[config.mk]
export PLATFORM = sky130hd
export DESIGN_NAME = exclusive_access_monitor
export DESIGN_NICKNAME = d
export VERILOG_FILES = /design/src/excl_mon_pkg.sv /design/src/excl_lane_mux.sv /design/src/exclusive_access_monitor.sv
export VERILOG_INCLUDE_DIRS = /design/src
export SDC_FILE = /design/constraint.sdc
export NUM_CORES = 1
export LEC_CHECK = 0
export BUFFER_PORTS_ARGS = -buffer_cell sky130_fd_sc_hd__buf_4
export CAP_MARGIN = 20
export CORE_MARGIN = 4
export CORE_UTILIZATION = 45
export DETAILED_ROUTE_END_ITERATION = 8
export PLACE_DENSITY = 0.9
export SLEW_MARGIN = 20
export SYNTH_ARGS = -nofsm -noshare
export SYNTH_HDL_FRONTEND = slang
export SYNTH_SLANG_ARGS = --single-unit
[constraint.sdc]
create_clock -name clk -period 1.19 [get_ports clk]
set_input_delay 0.0595 -clock clk [delete_from_list [all_inputs] [get_ports clk]]
set_output_delay 0.0595 -clock clk [all_outputs]
set_load 0.02 [all_outputs]
[src/excl_mon_regs.svh]
`ifndef EXCL_MON_REGS_SVH
`define EXCL_MON_REGS_SVH

// Status values returned to a store-exclusive.
`define EXCL_STATUS_OK 1'b0
`define EXCL_STATUS_FAIL 1'b1

// Access size codes.
`define EXCL_SIZE_BYTE 2'h0
`define EXCL_SIZE_HALF 2'h1
`define EXCL_SIZE_WORD 2'h2

// Bus write strobe patterns.
`define EXCL_STRB_NONE 4'h0
`define EXCL_STRB_BYTE 4'h1
`define EXCL_STRB_HALF 4'h3
`define EXCL_STRB_HALF_HI 4'hc
`define EXCL_STRB_WORD 4'hf

// Reset values.
`define EXCL_ADDR_RST 32'h0000_0000
`define EXCL_DATA_RST 32'h0000_0000

`endif

[src/excl_mon_pkg.sv]
package excl_mon_pkg;
  typedef enum logic [0:0] {
    ST_OPEN,
    ST_EXCLUSIVE
  } mon_state_e;
  typedef logic [1:0] size_t;
endpackage

[src/excl_lane_mux.sv]
`timescale 1ns/10ps
`include "excl_mon_regs.svh"

module excl_lane_mux
  import excl_mon_pkg::*;
(
  // Request
  input wire size_t size,
  input wire logic [1:0] addr_lo,
  input wire logic [31:0] data,
  // Lane-placed result
  output logic [31:0] lane_data,
  output logic [3:0] lane_strb
);

  always_comb begin
    lane_data = data;
    lane_strb = `EXCL_STRB_WORD;
    unique case (size)
      `EXCL_SIZE_BYTE: begin
        lane_data = {4{data[7:0]}};
        lane_strb = 4'(`EXCL_STRB_BYTE << addr_lo);
      end
      `EXCL_SIZE_HALF: begin
        lane_data = {2{data[15:0]}};
        lane_strb = 4'(`EXCL_STRB_HALF << {addr_lo[1], 1'b0});
      end
      default: begin
        lane_data = data;
        lane_strb = `EXCL_STRB_WORD;
      end
    endcase
  end

endmodule

[src/exclusive_access_monitor.sv]
// Notes on behaviour
// - Reset leaves monitor open; stores fail.
// - Load-exclusive moves monitor to exclusive.
// - Store writes memory only while exclusive.
// - No prior load or clear makes store fail.
// - Context switch clears exclusive state.
// - Byte, half and word share behaviour.
// - No bus lock; ordinary independent transfers.
`timescale 1ns/10ps
`include "excl_mon_regs.svh"

module exclusive_access_monitor
  import excl_mon_pkg::*;
(
  // Clock and reset
  input wire logic clk,
  input wire logic rstn,
  // Pipeline requests
  input wire logic load_exclusive,
  input wire logic store_exclusive,
  input wire logic clear_exclusive,
  input wire logic context_switch,
  input wire size_t req_size,
  input wire logic [31:0] req_addr,
  input wire logic [31:0] req_wdata,
  // Status back to the pipeline
  output logic status_valid_r,
  output logic status_r,
  output logic exclusive_r,
  // Memory side
  output logic mem_rd_r,
  output logic mem_wr_r,
  output logic [31:0] mem_addr_r,
  output logic [31:0] mem_wdata_r,
  output logic [3:0] mem_strb_r,
  output logic mem_lock_r
);

  // ----------------------------------------------------------------
  // Monitor state
  // ----------------------------------------------------------------
  mon_state_e state_r;
  mon_state_e state_nxt;
  logic [31:0] lane_data;
  logic [3:0] lane_strb;
  logic store_ok;

  assign store_ok = store_exclusive && (state_r == ST_EXCLUSIVE);

  // A clear or context switch in the same cycle as a load wins, so a
  // stale reservation can never survive a task change.
  // A store in the same cycle as a load also wins: the store is judged on
  // the old state and always reopens the monitor, so the pair can never
  // leave a reservation behind that a later unrelated store could use.
  always_comb begin
    state_nxt = state_r;
    unique case (state_r)
      ST_OPEN: begin
        if (load_exclusive && !store_exclusive && !clear_exclusive && !context_switch) begin
          state_nxt = ST_EXCLUSIVE;
        end
      end
      ST_EXCLUSIVE: begin
        if (clear_exclusive || context_switch || store_exclusive) begin
          state_nxt = ST_OPEN;
        end else begin
          state_nxt = ST_EXCLUSIVE;
        end
      end
    endcase
  end

  always_ff @(posedge clk or negedge rstn) begin
    if (!rstn) begin
      state_r <= ST_OPEN;
    end else begin
      state_r <= state_nxt;
    end
  end

  always_ff @(posedge clk or negedge rstn) begin
    if (!rstn) begin
      exclusive_r <= 1'b0;
    end else begin
      exclusive_r <= (state_nxt == ST_EXCLUSIVE);
    end
  end

  // ----------------------------------------------------------------
  // Store status
  // ----------------------------------------------------------------
  always_ff @(posedge clk or negedge rstn) begin
    if (!rstn) begin
      status_valid_r <= 1'b0;
      status_r <= `EXCL_STATUS_OK;
    end else begin
      status_valid_r <= store_exclusive;
      if (store_exclusive) begin
        status_r <= store_ok ? `EXCL_STATUS_OK : `EXCL_STATUS_FAIL;
      end
    end
  end

  // ----------------------------------------------------------------
  // Memory transfers
  // ----------------------------------------------------------------
  excl_lane_mux u_lane (
    .size(req_size),
    .addr_lo(req_addr[1:0]),
    .data(req_wdata),
    .lane_data(lane_data),
    .lane_strb(lane_strb)
  );

  // Each transfer stands alone; the lock output never rises because the
  // monitor, not the bus, provides the atomicity.
  always_ff @(posedge clk or negedge rstn) begin
    if (!rstn) begin
      mem_rd_r <= 1'b0;
      mem_wr_r <= 1'b0;
      mem_addr_r <= `EXCL_ADDR_RST;
      mem_wdata_r <= `EXCL_DATA_RST;
      mem_strb_r <= `EXCL_STRB_NONE;
      mem_lock_r <= 1'b0;
    end else begin
      mem_rd_r <= load_exclusive && !store_exclusive;
      mem_wr_r <= store_ok;
      mem_lock_r <= 1'b0;
      if (load_exclusive || store_exclusive) begin
        mem_addr_r <= req_addr;
      end
      if (store_ok) begin
        mem_wdata_r <= lane_data;
        mem_strb_r <= lane_strb;
      end else begin
        mem_strb_r <= `EXCL_STRB_NONE;
      end
    end
  end

  // ----------------------------------------------------------------
  // Checks
  // ----------------------------------------------------------------
  a_open_after_reset: assert property (
    @(posedge clk) $rose(rstn) |-> state_r == ST_OPEN)
    else $error("Monitor not open after reset.");

  a_load_arms: assert property (
    @(posedge clk) disable iff (!rstn)
    load_exclusive && !store_exclusive && !clear_exclusive && !context_switch
    |=> exclusive_r)
    else $error("Load-exclusive did not arm monitor.");

  a_write_needs_excl: assert property (
    @(posedge clk) disable iff (!rstn)
    mem_wr_r |-> $past(state_r) == ST_EXCLUSIVE && $past(store_exclusive))
    else $error("Write issued while monitor open.");

  a_clear_fails_store: assert property (
    @(posedge clk) disable iff (!rstn)
    clear_exclusive && !load_exclusive ##1 store_exclusive |=> status_r && !mem_wr_r)
    else $error("Store after clear did not fail.");

  a_switch_clears: assert property (
    @(posedge clk) disable iff (!rstn)
    context_switch |=> !exclusive_r)
    else $error("Context switch left monitor armed.");

  a_strobe_size: assert property (
    @(posedge clk) disable iff (!rstn)
    store_ok && req_size == `EXCL_SIZE_WORD |=> mem_strb_r == `EXCL_STRB_WORD)
    else $error("Word store strobe wrong.");

  a_no_bus_lock: assert property (
    @(posedge clk) disable iff (!rstn) !mem_lock_r)
    else $error("Bus lock asserted.");

  a_status_reopens: assert property (
    @(posedge clk) disable iff (!rstn)
    store_exclusive |=> status_valid_r && !exclusive_r && (status_r == !mem_wr_r))
    else $error("Store status or reopen wrong.");

  // ----------------------------------------------------------------
  // Checks judged on the armed flag the pipeline sees, plus read, idle strobe and status-hold checks
  // ----------------------------------------------------------------
  // These, except a_load_reads, a_strobe_idle and a_status_holds, use the registered
  // flag rather than the internal state, so a fault in the state decode shows up here.
  a_open_store_fails: assert property (
    @(posedge clk) disable iff (!rstn)
    store_exclusive && !exclusive_r
    |=> status_r == `EXCL_STATUS_FAIL && !mem_wr_r)
    else $error("Store while open did not fail.");

  a_armed_store_writes: assert property (
    @(posedge clk) disable iff (!rstn)
    store_exclusive && exclusive_r
    |=> mem_wr_r && status_r == `EXCL_STATUS_OK)
    else $error("Store while armed did not write.");

  a_load_clear_blocks: assert property (
    @(posedge clk) disable iff (!rstn)
    load_exclusive && (clear_exclusive || context_switch)
    |=> !exclusive_r)
    else $error("Load armed despite clear or switch.");

  a_load_reads: assert property (
    @(posedge clk) disable iff (!rstn)
    load_exclusive && !store_exclusive
    |=> mem_rd_r && mem_addr_r == $past(req_addr))
    else $error("Load did not issue its read.");

  a_byte_strobe: assert property (
    @(posedge clk) disable iff (!rstn)
    store_exclusive && exclusive_r && req_size == `EXCL_SIZE_BYTE
    |=> $onehot(mem_strb_r))
    else $error("Byte store strobe wrong.");

  a_half_strobe: assert property (
    @(posedge clk) disable iff (!rstn)
    store_exclusive && exclusive_r && req_size == `EXCL_SIZE_HALF
    |=> mem_strb_r == `EXCL_STRB_HALF || mem_strb_r == `EXCL_STRB_HALF_HI)
    else $error("Halfword store strobe wrong.");

  a_strobe_idle: assert property (
    @(posedge clk) disable iff (!rstn)
    !mem_wr_r |-> mem_strb_r == `EXCL_STRB_NONE)
    else $error("Strobe active without a write.");

  a_status_holds: assert property (
    @(posedge clk) disable iff (!rstn)
    !store_exclusive |=> $stable(status_r))
    else $error("Status changed without a store.");

endmodule

# [Word-level counts from Yosys, hierarchy flattened]
# Cells that the tools add are included.
[totals] reg_bits=73 input_bits=72 word_cells=30 output_inout_bits=74
[op_classes] shifts=2 bitwise=1 muxes=7 reduce_logical=11 eq_ne=1
[ops] op="case mux 32 bit (2 select lines)" count=1
[ops] op="case mux 4 bit (2 select lines)" count=1
[ops] op="logical AND 1 bit" count=4
[ops] op="2-to-1 mux 4 bit" count=1
[ops] op="left shift 1 x 2 -> 4 bit, first input constant" count=1
[ops] op="left shift 2 x 2 -> 4 bit, first input constant" count=1
[ops] op="logical NOT 1 bit" count=3
[ops] op="logical OR 1 bit" count=3
[ops] op="2-to-1 mux 1 bit" count=3
[ops] op="== test 2 x 1 -> 1 bit, second input constant" count=1
[ops] op="logical NOT 2 bit" count=1
[ops] op="case mux 1 bit (2 select lines)" count=1
[ops] op="inverter 1 bit" count=1

# [Logic depth before layout (Yosys ltp)]
# Gate-level depths: netlist of run 1.
[logic_depth] depth_word=6 mapped_depth=6 ltp_nobuf=4

# [Modules after synthesis]
# Synthesis of run 1 repeated with hierarchy kept, for this count alone.
[hier_totals] cells_unflattened=218 area_unflattened_um2=3355.7
[modules_own_cells] module="exclusive_access_monitor" area_each_um2=2824.0 instances=1 seq_area_each_um2=1826.8 cells_per_inst=158
[modules_own_cells] module="excl_lane_mux" area_each_um2=531.8 instances=1 seq_area_each_um2=0.0 cells_per_inst=60

# [Least setup slack after synthesis of run 1]
# OpenSTA, ideal clock, no wires.
[synth_timing] kind="reg2reg" start="register exclusive_r (netlist name)" end="register mem_wdata_r[12]" stages_incl_launch_ff=6 t_arrival_ps=976 t_required_ps=1057 setup_slack_ps=81 setup_ps=133 period_less_slack_ps=1109 n_path_buf=2 path_cell_list="dfrtp_1 -> nand2_2 -> buf_6 -> buf_2 -> nand2_1 -> o21ai_0"
[synth_rtl] element="to (signal assigned)" line_no="exclusive_access_monitor.sv:122" text="mem_wdata_r <= `EXCL_DATA_RST;"
[synth_rtl] element="to (signal assigned)" line_no="exclusive_access_monitor.sv:133" text="mem_wdata_r <= lane_data;"
[synth_rtl] element="to (decl)" line_no="exclusive_access_monitor.sv:34" text="output logic [31:0] mem_wdata_r,"

==> out/qor.txt, run 1 <==
Met1 Usage GRT -> 27.74%
DRC -> 0
Seq/Total Area, Yosys -> 59.33%
Worst reg-to-reg setup slack -> 0.15 ns
Final setup viols -> 0
Via density -> 4.942
Cell Rows -> 29
Fin crit share -> 87.50%
Drt first-iter violations -> 85
Cell variety after synth -> 25
Clk buf depth -> 2
Chip width -> 90.72 um
CTS Buf Count -> 9
Syn nets -> 316
Crit. End Element -> register
Final Slew Violations -> 0
R2r worst-path depth -> 3
Busiest grt layer -> met2
Core Box Area -> 0.006495 sq mm
Clock power share -> 29.3%
Flop pwr share -> 43.2%
Comb pwr share -> 27.4%
First-pass GRT wire length -> 14940 um
Psw -> 2068 uW
Initial core utilization -> 47.41%
Met3 GRT Util -> 7.250%
RR Startpoint -> exclusive_r
Routed wire length -> 9506 um
Filler cells -> 388
CTS tree -> yes
Setup repair after global routing missed its margin -> false
Post-synthesis register bit count -> 73
Die height -> 90.72 um
Max Cap Viol -> 0
Die area -> 0.008230 sq mm
Share of layout cells above drive strength 1 -> 47.63%
Vias in the first global route -> 2851
Leak -> 0.002484 uW
Pre-Repair DR Iteration Count -> 4
Final core utilization -> 75.71%
Postcts setup bufs -> 0
Arrival time worst endpoint -> 1.24 ns
Final HPWL DP -> 6141 um
Clock-pin slew on the worst setup and hold paths -> 0.08 ns
Critical Path Fanout Max -> 30
Gate Count Post-Synth -> 244
Final min period -> 1.041 ns
Mapped Area -> 0.003079 sq mm
Int Power -> 4930 uW
Clk root buf -> clkbuf_8
Initial antenna violation count -> 1
Area added between synthesis and finish -> 59.69%
Mean Syn Cell Area -> 12.62 sq um
Worst Setup Slack, final -> 0.1487 ns
Fmax -> 0.9604 GHz
GP Congestion -> 0.7647
Pin count of the biggest net entering global routing -> 58
Vias post-DR -> 2575
Remaining antenna violation count -> 0
Max H-tree Level -> 3
Final setup TNS -> 0 ns
Clk_skew -> 0.006548 ns
DP Worst Slack -> 0.07238 ns
Crit. Startpoint -> exclusive_r
Layout Nets -> 510
Startpoint type of the worst setup path -> register
Yosys warns -> 0
Capturing point of the worst reg2reg path -> mem_wdata_r[14]
Total GRT Usage -> 23.41%
Hold crit path type -> primary input to register
PD cells -> 1423 mW/mm^2
Placed instance area -> 0.004238 sq mm
Status -> finished clean
CP endpoint -> mem_wdata_r[14]
Grt met2 use -> 40.83%
Worst-Skew Late Latency -> 0.33 ns
Overflow after GRT -> 0
Clk sinks -> 73
I/O Buffers -> 144
Hold Vio Cnt, Final -> 0
Num ports -> 146
Worst Path Required -> 1.39 ns
Critical path type -> register to register
Switch share -> 29.55%
Routed WL per cell -> 18.25 um
Peak supply drop -> 0.7348 mV
Final Instance Area -> 0.004917 sq mm
power groups by stage:
stage / registers (uW) / logic, uW / clock network (uW)
after floorplan: 3460 / 431 / 0
after global placement: 3040 / 1760 / 0
after detailed placement: 3050 / 1800 / 0
after CTS: 3010 / 1920 / 2090
after global routing: 3070 / 2060 / 2210
final: 3030 / 1920 / 2050
worst max-delay path, stage by stage (launching register included):
cell and delay [ns]:
dfrtp_2 0.44, nand2_4 0.15, buf_12 0.19, o21ai_0 0.12
state kept, by name, indices dropped and copies added (netlist names):
signal          count
mem_addr_r         32
mem_wdata_r        32
status_valid_r      1
exclusive_r         1
mem_rd_r            1
mem_strb_r          4
mem_wr_r            1
status_r            1
kinds of logic (layout without fill, tap and decap cells):
| family | after synthesis | in the layout | share of synthesized area, % |
|---|---|---|---|
| DFF | 73 | 73 | 59.33 |
| muxes | 62 | 62 | 22.67 |
| and+or+nand+nor | 60 | 60 | 8.330 |
| AOI/OAI and AO/OA | 30 | 30 | 4.917 |
| buffers and inverters | 18 | 217 | 4.632 |
| other | 1 | 2 | 0.1218 |
cells in the final DEF, fill, tap and decap left out:
cell type	synthesis	layout
conb_1	1	1
nor2_4	2	2
clkinv_2	0	3
dfrtp_2	0	1
and2b_1	1	1
clkbuf_8	0	9
nor2_1	3	3
a21oi_1	3	3
a31oi_1	1	1
nand2_1	49	49
mux2_4	8	8
nor4_1	1	1
inv_1	2	2
nand2_4	0	1
diode_2	0	1
nand3b_1	1	1
mux2_2	30	30
o21ai_0	23	23
buf_12	0	4
nor3_1	1	1
dfrtp_1	73	72
mux2i_1	24	24
nor2_2	1	1
buf_4	3	148
o21ai_1	3	3
clkbuf_1	1	1
inv_4	1	1
bufinv_16	0	2
clkinvlp_4	0	1
dlygate4sd3_1	0	46
layout make-up:
cell class | count | area [sq um] | area share, %
multi-input combinational | 153 | 1115 | 22.67
timing repair buffer | 198 | 1652 | 33.59
tap | 77 | 96.34 | 1.959
inverter | 3 | 13.76 | 0.2799
sequential | 73 | 1828 | 37.18
clock inverter | 6 | 82.58 | 1.679
clock buffer | 10 | 127.6 | 2.595
antenna | 1 | 2.502 | 0.05089
per-layer routing:
layer / vias to the layer above / share of wire, %
met4: 0 / 1.3
met5: - / 0
met2: 129 / 50
met3: 10 / 9.0
li1: 1211 / -
met1: 1225 / 40
stage by stage:
stage / hold slack (ns) / std cells / total power, uW
2_1_floorplan: -0.2361 / 244 / 3896
3_3_place_gp: -0.06719 / 458 / 4797
3_5_place_dp: -0.06027 / 458 / 4854
4_1_cts: 0.0007200 / 520 / 7031
5_1_grt: 0.02274 / 521 / 7336
6_report: 0.02282 / 521 / 6998
synthesized netlist by cell type:
library cell | n | area (sq um)
o21ai_1 | 3 | 15.01
o21ai_0 | 23 | 115.1
inv_4 | 1 | 6.260
a21oi_1 | 3 | 15.01
nor3_1 | 1 | 5.000
mux2i_1 | 24 | 240.2
buf_2 | 4 | 20.02
nor2_1 | 3 | 11.26
nand2_1 | 49 | 183.9
inv_1 | 2 | 7.510
nor2_4 | 2 | 22.52
buf_4 | 3 | 22.52
and2b_1 | 1 | 7.510
dfrtp_1 | 73 | 1827
nand3b_1 | 1 | 7.510
a31oi_1 | 1 | 6.260
buf_6 | 6 | 67.56
mux2_2 | 30 | 337.8
buf_8 | 1 | 15.01
nor2_2 | 1 | 6.260
conb_1 | 1 | 3.750
nor4_1 | 1 | 6.260
mux2_4 | 8 | 120.1
nand2_2 | 1 | 6.260
clkbuf_1 | 1 | 3.750
how the worst min path moves through the flow:
| stage | from | end | slack [ns] | cells after the start |
|---|---|---|---|---|
| 2_1_floorplan | rstn | exclusive_r | -0.24 | 0 |
| 3_3_place_gp | rstn | mem_addr_r[23] | -0.07 | 1 |
| 3_5_place_dp | rstn | mem_addr_r[19] | -0.06 | 1 |
| 4_1_cts | req_wdata[29] | mem_wdata_r[29] | 0.0007 | 3 |
| 5_1_grt | req_wdata[9] | mem_wdata_r[9] | 0.02 | 3 |
| 6_report | req_wdata[23] | mem_wdata_r[23] | 0.02 | 3 |
timing repair:
action                     4_1_cts  5_1_grt
setup endpoints to repair        0        5
gates resized for setup          0        2
hold buffers                    46        0
hold endpoints to repair       121        0
No activity file was read; power rests on OpenSTA's default activity.
==> run 2: changes to the inputs <==
==> constraint.sdc (replaced) <==
create_clock -name clk -period 1.19 [get_ports clk]
set_input_delay 0.0595 -clock clk [delete_from_list [all_inputs] [get_ports clk]]
set_output_delay 0.0595 -clock clk [all_outputs]
set_load 0.05 [all_outputs]
==> run 2 against run 1 <==
  * Clock power shrank 16%
  * First-iteration DRC count is 22% higher
  * Clock skew shrank 0.0016 ns
  * Routed wire length grew 0.52%
  * Register-to-register slack worse by 0.06 ns
==> out/qor.txt, run 2 (synthesis gave the netlist of run 1 again) <==
Num ports -> 146 (unchanged)
Clk buf depth -> 2 (unchanged)
Met1 Usage GRT -> 28.77% (was 27.74%)
Critical Path Fanout Max -> 27 (was 30)
Peak supply drop -> 1.030 mV (was 0.7348 mV)
Chip width -> 90.72 um (unchanged)
Final HPWL DP -> 6205 um (was 6141 um)
Vias in the first global route -> 2894 (was 2851)
Clk root buf -> clkbuf_8 (unchanged)
Max H-tree Level -> 3 (unchanged)
# diodes -> 0 (was 1)
Critical path type -> register to register (unchanged)
Die area -> 0.008230 sq mm (unchanged)
Clk_skew -> 0.004987 ns (was 0.006548 ns)
Leak -> 0.002492 uW (was 0.002484 uW)
CTS tree -> yes (unchanged)
Status -> finished clean (unchanged)
Filler cells -> 383 (was 388)
Crit. End Element -> register (unchanged)
Worst Setup Slack, final -> 0.08852 ns (was 0.1487 ns)
Pre-Repair DR Iteration Count -> 5 (was 4)
Overflow after GRT -> 0 (unchanged)
Most frequent cells in the layout -> buf_4 (149), dfrtp_1 (72), dlygate4sd3_1 (53) (was buf_4 (148), dfrtp_1 (72), nand2_1 (49))
Clk sinks -> 73 (unchanged)
Buf+Inv Stages, Crit Path -> 1 (unchanged)
Met3 GRT Util -> 7.500% (was 7.250%)
Max Cap Viol -> 0 (unchanged)
Final min period -> 1.101 ns (was 1.041 ns)
CP max-delay cell -> dfrtp_2 (unchanged)
Final setup viols -> 0 (unchanged)
Fmax -> 0.9079 GHz (was 0.9604 GHz)
Final setup TNS -> 0 ns (unchanged)
Top delay family on crit path -> flip-flops (unchanged)
GP Congestion -> 0.7749 (was 0.7647)
Clock-pin slew on the worst setup and hold paths -> 0.07 ns (was 0.08 ns)
Leading cell type in the layout, fill and taps excluded -> buf_4 (unchanged)
Top flop regs -> mem_addr_r x32, mem_wdata_r x32, mem_strb_r x4 (unchanged)
Final core utilization -> 76.25% (was 75.71%)
Hold Vio Cnt, Final -> 0 (unchanged)
Initial antenna violation count -> 0 (was 1)
Initial core utilization -> 47.41% (unchanged)
Area added between synthesis and finish -> 60.83% (was 59.69%)
Core Box Area -> 0.006495 sq mm (unchanged)
I/O Buffers -> 144 (unchanged)
Total GRT Usage -> 23.85% (was 23.41%)
Remaining antenna violation count -> 0 (unchanged)
Worst path cell trace -> nand2_2 -> buf_12 -> a21oi_1 -> a31oi_1 (was nand2_4 -> buf_12 -> o21ai_0)
Worst reg-to-reg setup slack -> 0.09 ns (was 0.15 ns)
Cell Rows -> 29 (unchanged)
Pin count of the biggest net entering global routing -> 74 (was 58)
Die height -> 90.72 um (unchanged)
Routed wire length -> 9555 um (was 9506 um)
Placed instance area -> 0.004247 sq mm (was 0.004238 sq mm)
Register area -> 0.001828 sq mm (unchanged)
Setup repair after global routing missed its margin -> false (unchanged)
CTS Buf Count -> 9 (unchanged)
Fin crit share -> 92.56% (was 87.50%)
Pwr Total -> 7517 uW (was 6998 uW)
CP peak stage delay -> 0.43 ns (was 0.44 ns)
DP Worst Slack -> 0.1226 ns (was 0.07238 ns)
Drt first-iter violations -> 104 (was 85)
Grt met2 use -> 40.15% (was 40.83%)
Multi-input gate area -> 0.001110 sq mm (was 0.001115 sq mm)
Arrival time worst endpoint -> 1.35 ns (was 1.24 ns)
PD cells -> 1518 mW/mm^2 (was 1423 mW/mm^2)
Worst-Skew Late Latency -> 0.33 ns (about the same)
DRC -> 0 (unchanged)
Vias post-DR -> 2688 (was 2575)
Share of layout cells above drive strength 1 -> 47.01% (was 47.63%)
Final Slew Violations -> 0 (unchanged)
Layout Nets -> 518 (was 510)
Routed WL per cell -> 18.10 um (was 18.25 um)
Worst Path Required -> 1.44 ns (was 1.39 ns)
Startpoint type of the worst setup path -> register (unchanged)
Final Instance Area -> 0.004952 sq mm (was 0.004917 sq mm)
Via density -> 5.091 (was 4.942)
First-pass GRT wire length -> 15410 um (was 14940 um)
Hold crit path type -> primary input to register (unchanged)
Busiest grt layer -> met2 (unchanged)
==> run 2: area by class of cell <==
type / instances / share of cell area, %
clock inverters: 5 / 0.6316
multi-input cells: 153 / 22.41
inverters: 3 / 0.3284
repair buffers: 206 / 34.92
clock buffers: 11 / 2.855
well taps: 77 / 1.945
flip-flops and latches: 73 / 36.91
==> run 2: where the power goes <==
part | total (uW) | leakage, uW | internal (uW) | switching (uW)
clock network | 1720 | 0.0000891 | 808 | 909
registers | 3030 | 0.000894 | 2820 | 211
logic | 2770 | 0.00151 | 970 | 1800
total | 7520 | 0.00249 | 4600 | 2920
==> run 2: repair_timing <==
item                                    4_1_cts  5_1_grt
endpoints found under the setup margin        0        1
hold endpoints to repair                    127        0
gates resized for setup                       0        1
buffers inserted                              0        0
hold buffers                                 53        0
==> run 2: worst register-to-register path: stages (launching register included) <==
cell,delay (ns)
dfrtp_2,0.43
nand2_2,0.19
buf_12,0.20
a21oi_1,0.05
a31oi_1,0.15
==> run 2: through the flow <==
step                hold WS (ns)  std cells
finish                   0.03219        528
global route             0.02629        528
CTS                     0.004673        528
detailed placement        0.1056        459
global placement         0.09554        459
floorplan                -0.2361        244
==> run 2: final timing paths <==
kind / from / endpoint / cells past startpoint
max in group asynchronous: rstn / exclusive_r / 3
min in group asynchronous: rstn / mem_addr_r[26] / 3
setup / recovery: exclusive_r / mem_wdata_r[31] / 4
setup reg to reg: exclusive_r / mem_wdata_r[31] / 4
hold reg to reg: mem_wdata_r[29] / mem_wdata_r[29] / 2
hold / removal: req_wdata[30] / mem_wdata_r[30] / 3
==> run 2: per-layer routing <==
| layer | up-vias | part of all wire (%) |
|---|---|---|
| li1 | 1228 | - |
| met1 | 1307 | 40 |
| met2 | 138 | 49 |
| met3 | 15 | 9.1 |
| met4 | 0 | 1.7 |
| met5 | - | 0 |
==> run 3: changes to the inputs <==
--- a/config.mk
+++ b/config.mk
@@ -12,6 +12,7 @@
 export CORE_UTILIZATION = 45
 export DETAILED_ROUTE_END_ITERATION = 8
 export PLACE_DENSITY = 0.9
+export RECOVER_POWER = 25
 export SLEW_MARGIN = 20
 export SYNTH_ARGS = -nofsm -noshare
 export SYNTH_HDL_FRONTEND = slang
==> run 3 against run 2 <==
  * Sequential power hardly changed
  * Critical path depth is the same
  * Via count grew 0.63%
  * Combinational power hardly changed
  * Non-clock buffer count did not move
  * Clock skew is 0.00053 ns higher
  * Fmax up 0.44%
  * Sequential share of layout area up 0.093 points
  * Critical path type unchanged
  * Global-route usage did not move
  * Flip-flop and latch count stayed put
  * Largest power group unchanged
==> out/qor.txt, run 3 (synthesis gave the netlist of run 1 again) <==
Status -> finished clean (unchanged)
Clk root buf -> clkbuf_8 (unchanged)
Arrival time worst endpoint -> 1.35 ns (about the same)
Multi-input gate area -> 0.001110 sq mm (unchanged)
Worst-Skew Late Latency -> 0.32 ns (was 0.33 ns)
Num ports -> 146 (unchanged)
Drt first-iter violations -> 90 (was 104)
DP Worst Slack -> 0.1226 ns (unchanged)
Top flop regs -> mem_addr_r x32, mem_wdata_r x32, mem_strb_r x4 (unchanged)
GP Congestion -> 0.7749 (unchanged)
Cell Rows -> 29 (unchanged)
PD cells -> 1519 mW/mm^2 (was 1518 mW/mm^2)
Clk_skew -> 0.005519 ns (was 0.004987 ns)
Max Cap Viol -> 0 (unchanged)
Die height -> 90.72 um (unchanged)
Busiest grt layer -> met2 (unchanged)
Clk sinks -> 73 (unchanged)
Pin count of the biggest net entering global routing -> 74 (unchanged)
CTS tree -> yes (unchanged)
First-pass GRT wire length -> 15410 um (unchanged)
Postcts setup bufs -> 0 (unchanged)
Via density -> 5.123 (was 5.091)
I/O Buffers -> 144 (unchanged)
Die area -> 0.008230 sq mm (unchanged)
Register area -> 0.001828 sq mm (unchanged)
Hold slack -> 0.03867 ns (was 0.03219 ns)
Share of layout cells above drive strength 1 -> 46.78% (was 47.01%)
Final HPWL DP -> 6205 um (unchanged)
CTS Buf Count -> 9 (unchanged)
Initial antenna violation count -> 0 (unchanged)
Worst Setup Slack, final -> 0.09333 ns (was 0.08852 ns)
Core Box Area -> 0.006495 sq mm (unchanged)
Most frequent cells in the layout -> buf_4 (147), dfrtp_1 (72), dlygate4sd3_1 (53) (was buf_4 (149), dfrtp_1 (72), dlygate4sd3_1 (53))
Clk buf depth -> 2 (unchanged)
Startpoint type of the worst setup path -> register (unchanged)
Leak -> 0.002485 uW (was 0.002492 uW)
Critical path type -> register to register (unchanged)
Vias in the first global route -> 2894 (unchanged)
Filler cells -> 387 (was 383)
Total GRT Usage -> 23.85% (unchanged)
Chip width -> 90.72 um (unchanged)
Setup repair after global routing missed its margin -> false (unchanged)
Final Slew Violations -> 0 (unchanged)
Fmax -> 0.9119 GHz (was 0.9079 GHz)
Met3 GRT Util -> 7.500% (unchanged)
DRC -> 0 (unchanged)
Crit. End Element -> register (unchanged)
Peak supply drop -> 1.029 mV (was 1.030 mV)
# diodes -> 0 (unchanged)
Grt met2 use -> 40.15% (unchanged)
Overflow after GRT -> 0 (unchanged)
Area added between synthesis and finish -> 60.42% (was 60.83%)
Worst slew pin tran -> 0.6441 ns
Fin crit share -> 92.16% (was 92.56%)
Slew headroom -> 57.06%
Final setup TNS -> 0 ns (unchanged)
Critical Path Fanout Max -> 27 (unchanged)
Routed WL per cell -> 18.03 um (was 18.10 um)
Layout Nets -> 518 (unchanged)
Worst Path Required -> 1.44 ns (about the same)
Met1 Usage GRT -> 28.77% (unchanged)
Remaining antenna violation count -> 0 (unchanged)
Hold Vio Cnt, Final -> 0 (unchanged)
Initial core utilization -> 47.41% (unchanged)
Max H-tree Level -> 3 (unchanged)
Routed wire length -> 9518 um (was 9555 um)
Clock-pin slew on the worst setup and hold paths -> 0.07 ns (about the same)
Pre-Repair DR Iteration Count -> 4 (was 5)
Vias post-DR -> 2705 (was 2688)
Final min period -> 1.097 ns (was 1.101 ns)
Leading cell type in the layout, fill and taps excluded -> buf_4 (unchanged)
Final setup viols -> 0 (unchanged)
Hold crit path type -> primary input to register (unchanged)
## run 3: final cells by class
class / instances / share of cell area, %
flip-flops and latches: 73 / 37.01
clock buffers: 11 / 2.862
well taps: 77 / 1.950
inverters: 3 / 0.3293
clock inverters: 5 / 0.6332
repair buffers: 206 / 34.75
multi-input cells: 153 / 22.47
## run 3: critical path, stage by stage (launching register included)
cell,delay (ns)
dfrtp_2,0.43
nand2_2,0.19
buf_12,0.20
a21oi_1,0.05
a31oi_1,0.15
## run 3: timing repair
item,4_1_cts,5_1_grt
resized for setup,0,1
hold buffers,53,0
setup endpoints to repair,0,1
hold endpoints to repair,127,0
## run 3: worst paths after layout
| check | startpoint | to | slack, ns | cells past startpoint |
|---|---|---|---|---|
| min reg2reg | mem_wdata_r[29] | mem_wdata_r[29] | 0.48 | 2 |
| max in group asynchronous | rstn | mem_wdata_r[21] | 0.35 | 3 |
| min | req_wdata[30] | mem_wdata_r[30] | 0.04 | 3 |
| max | exclusive_r | mem_wdata_r[31] | 0.09 | 4 |
| max reg2reg | exclusive_r | mem_wdata_r[31] | 0.09 | 4 |
| min in group asynchronous | rstn | mem_addr_r[5] | 0.39 | 3 |
## run 3: layer usage
| metal | vias to the layer above | routed length [um] |
|---|---|---|
| li1 | 1229 | - |
| met1 | 1324 | 3815 |
| met2 | 138 | 4687 |
| met3 | 14 | 878 |
| met4 | 0 | 136 |
| met5 | - | 0 |
## run 3: per-stage QoR
stage	cell area, sq um	total power [uW]	util, %	std cells
floorplan	3080	4687	-	244
detailed placement	4247	5682	65.38	459
finish	4940	7501	76.05	528
global route	4940	7845	76.05	528
CTS	4950	7535	76.21	528
global placement	4247	5630	65.38	459
## run 3: where the power goes
group	switching, uW	internal (uW)
Clock	902	808
Sequential	209	2820
Combinational	1800	964
Total	2910	4590
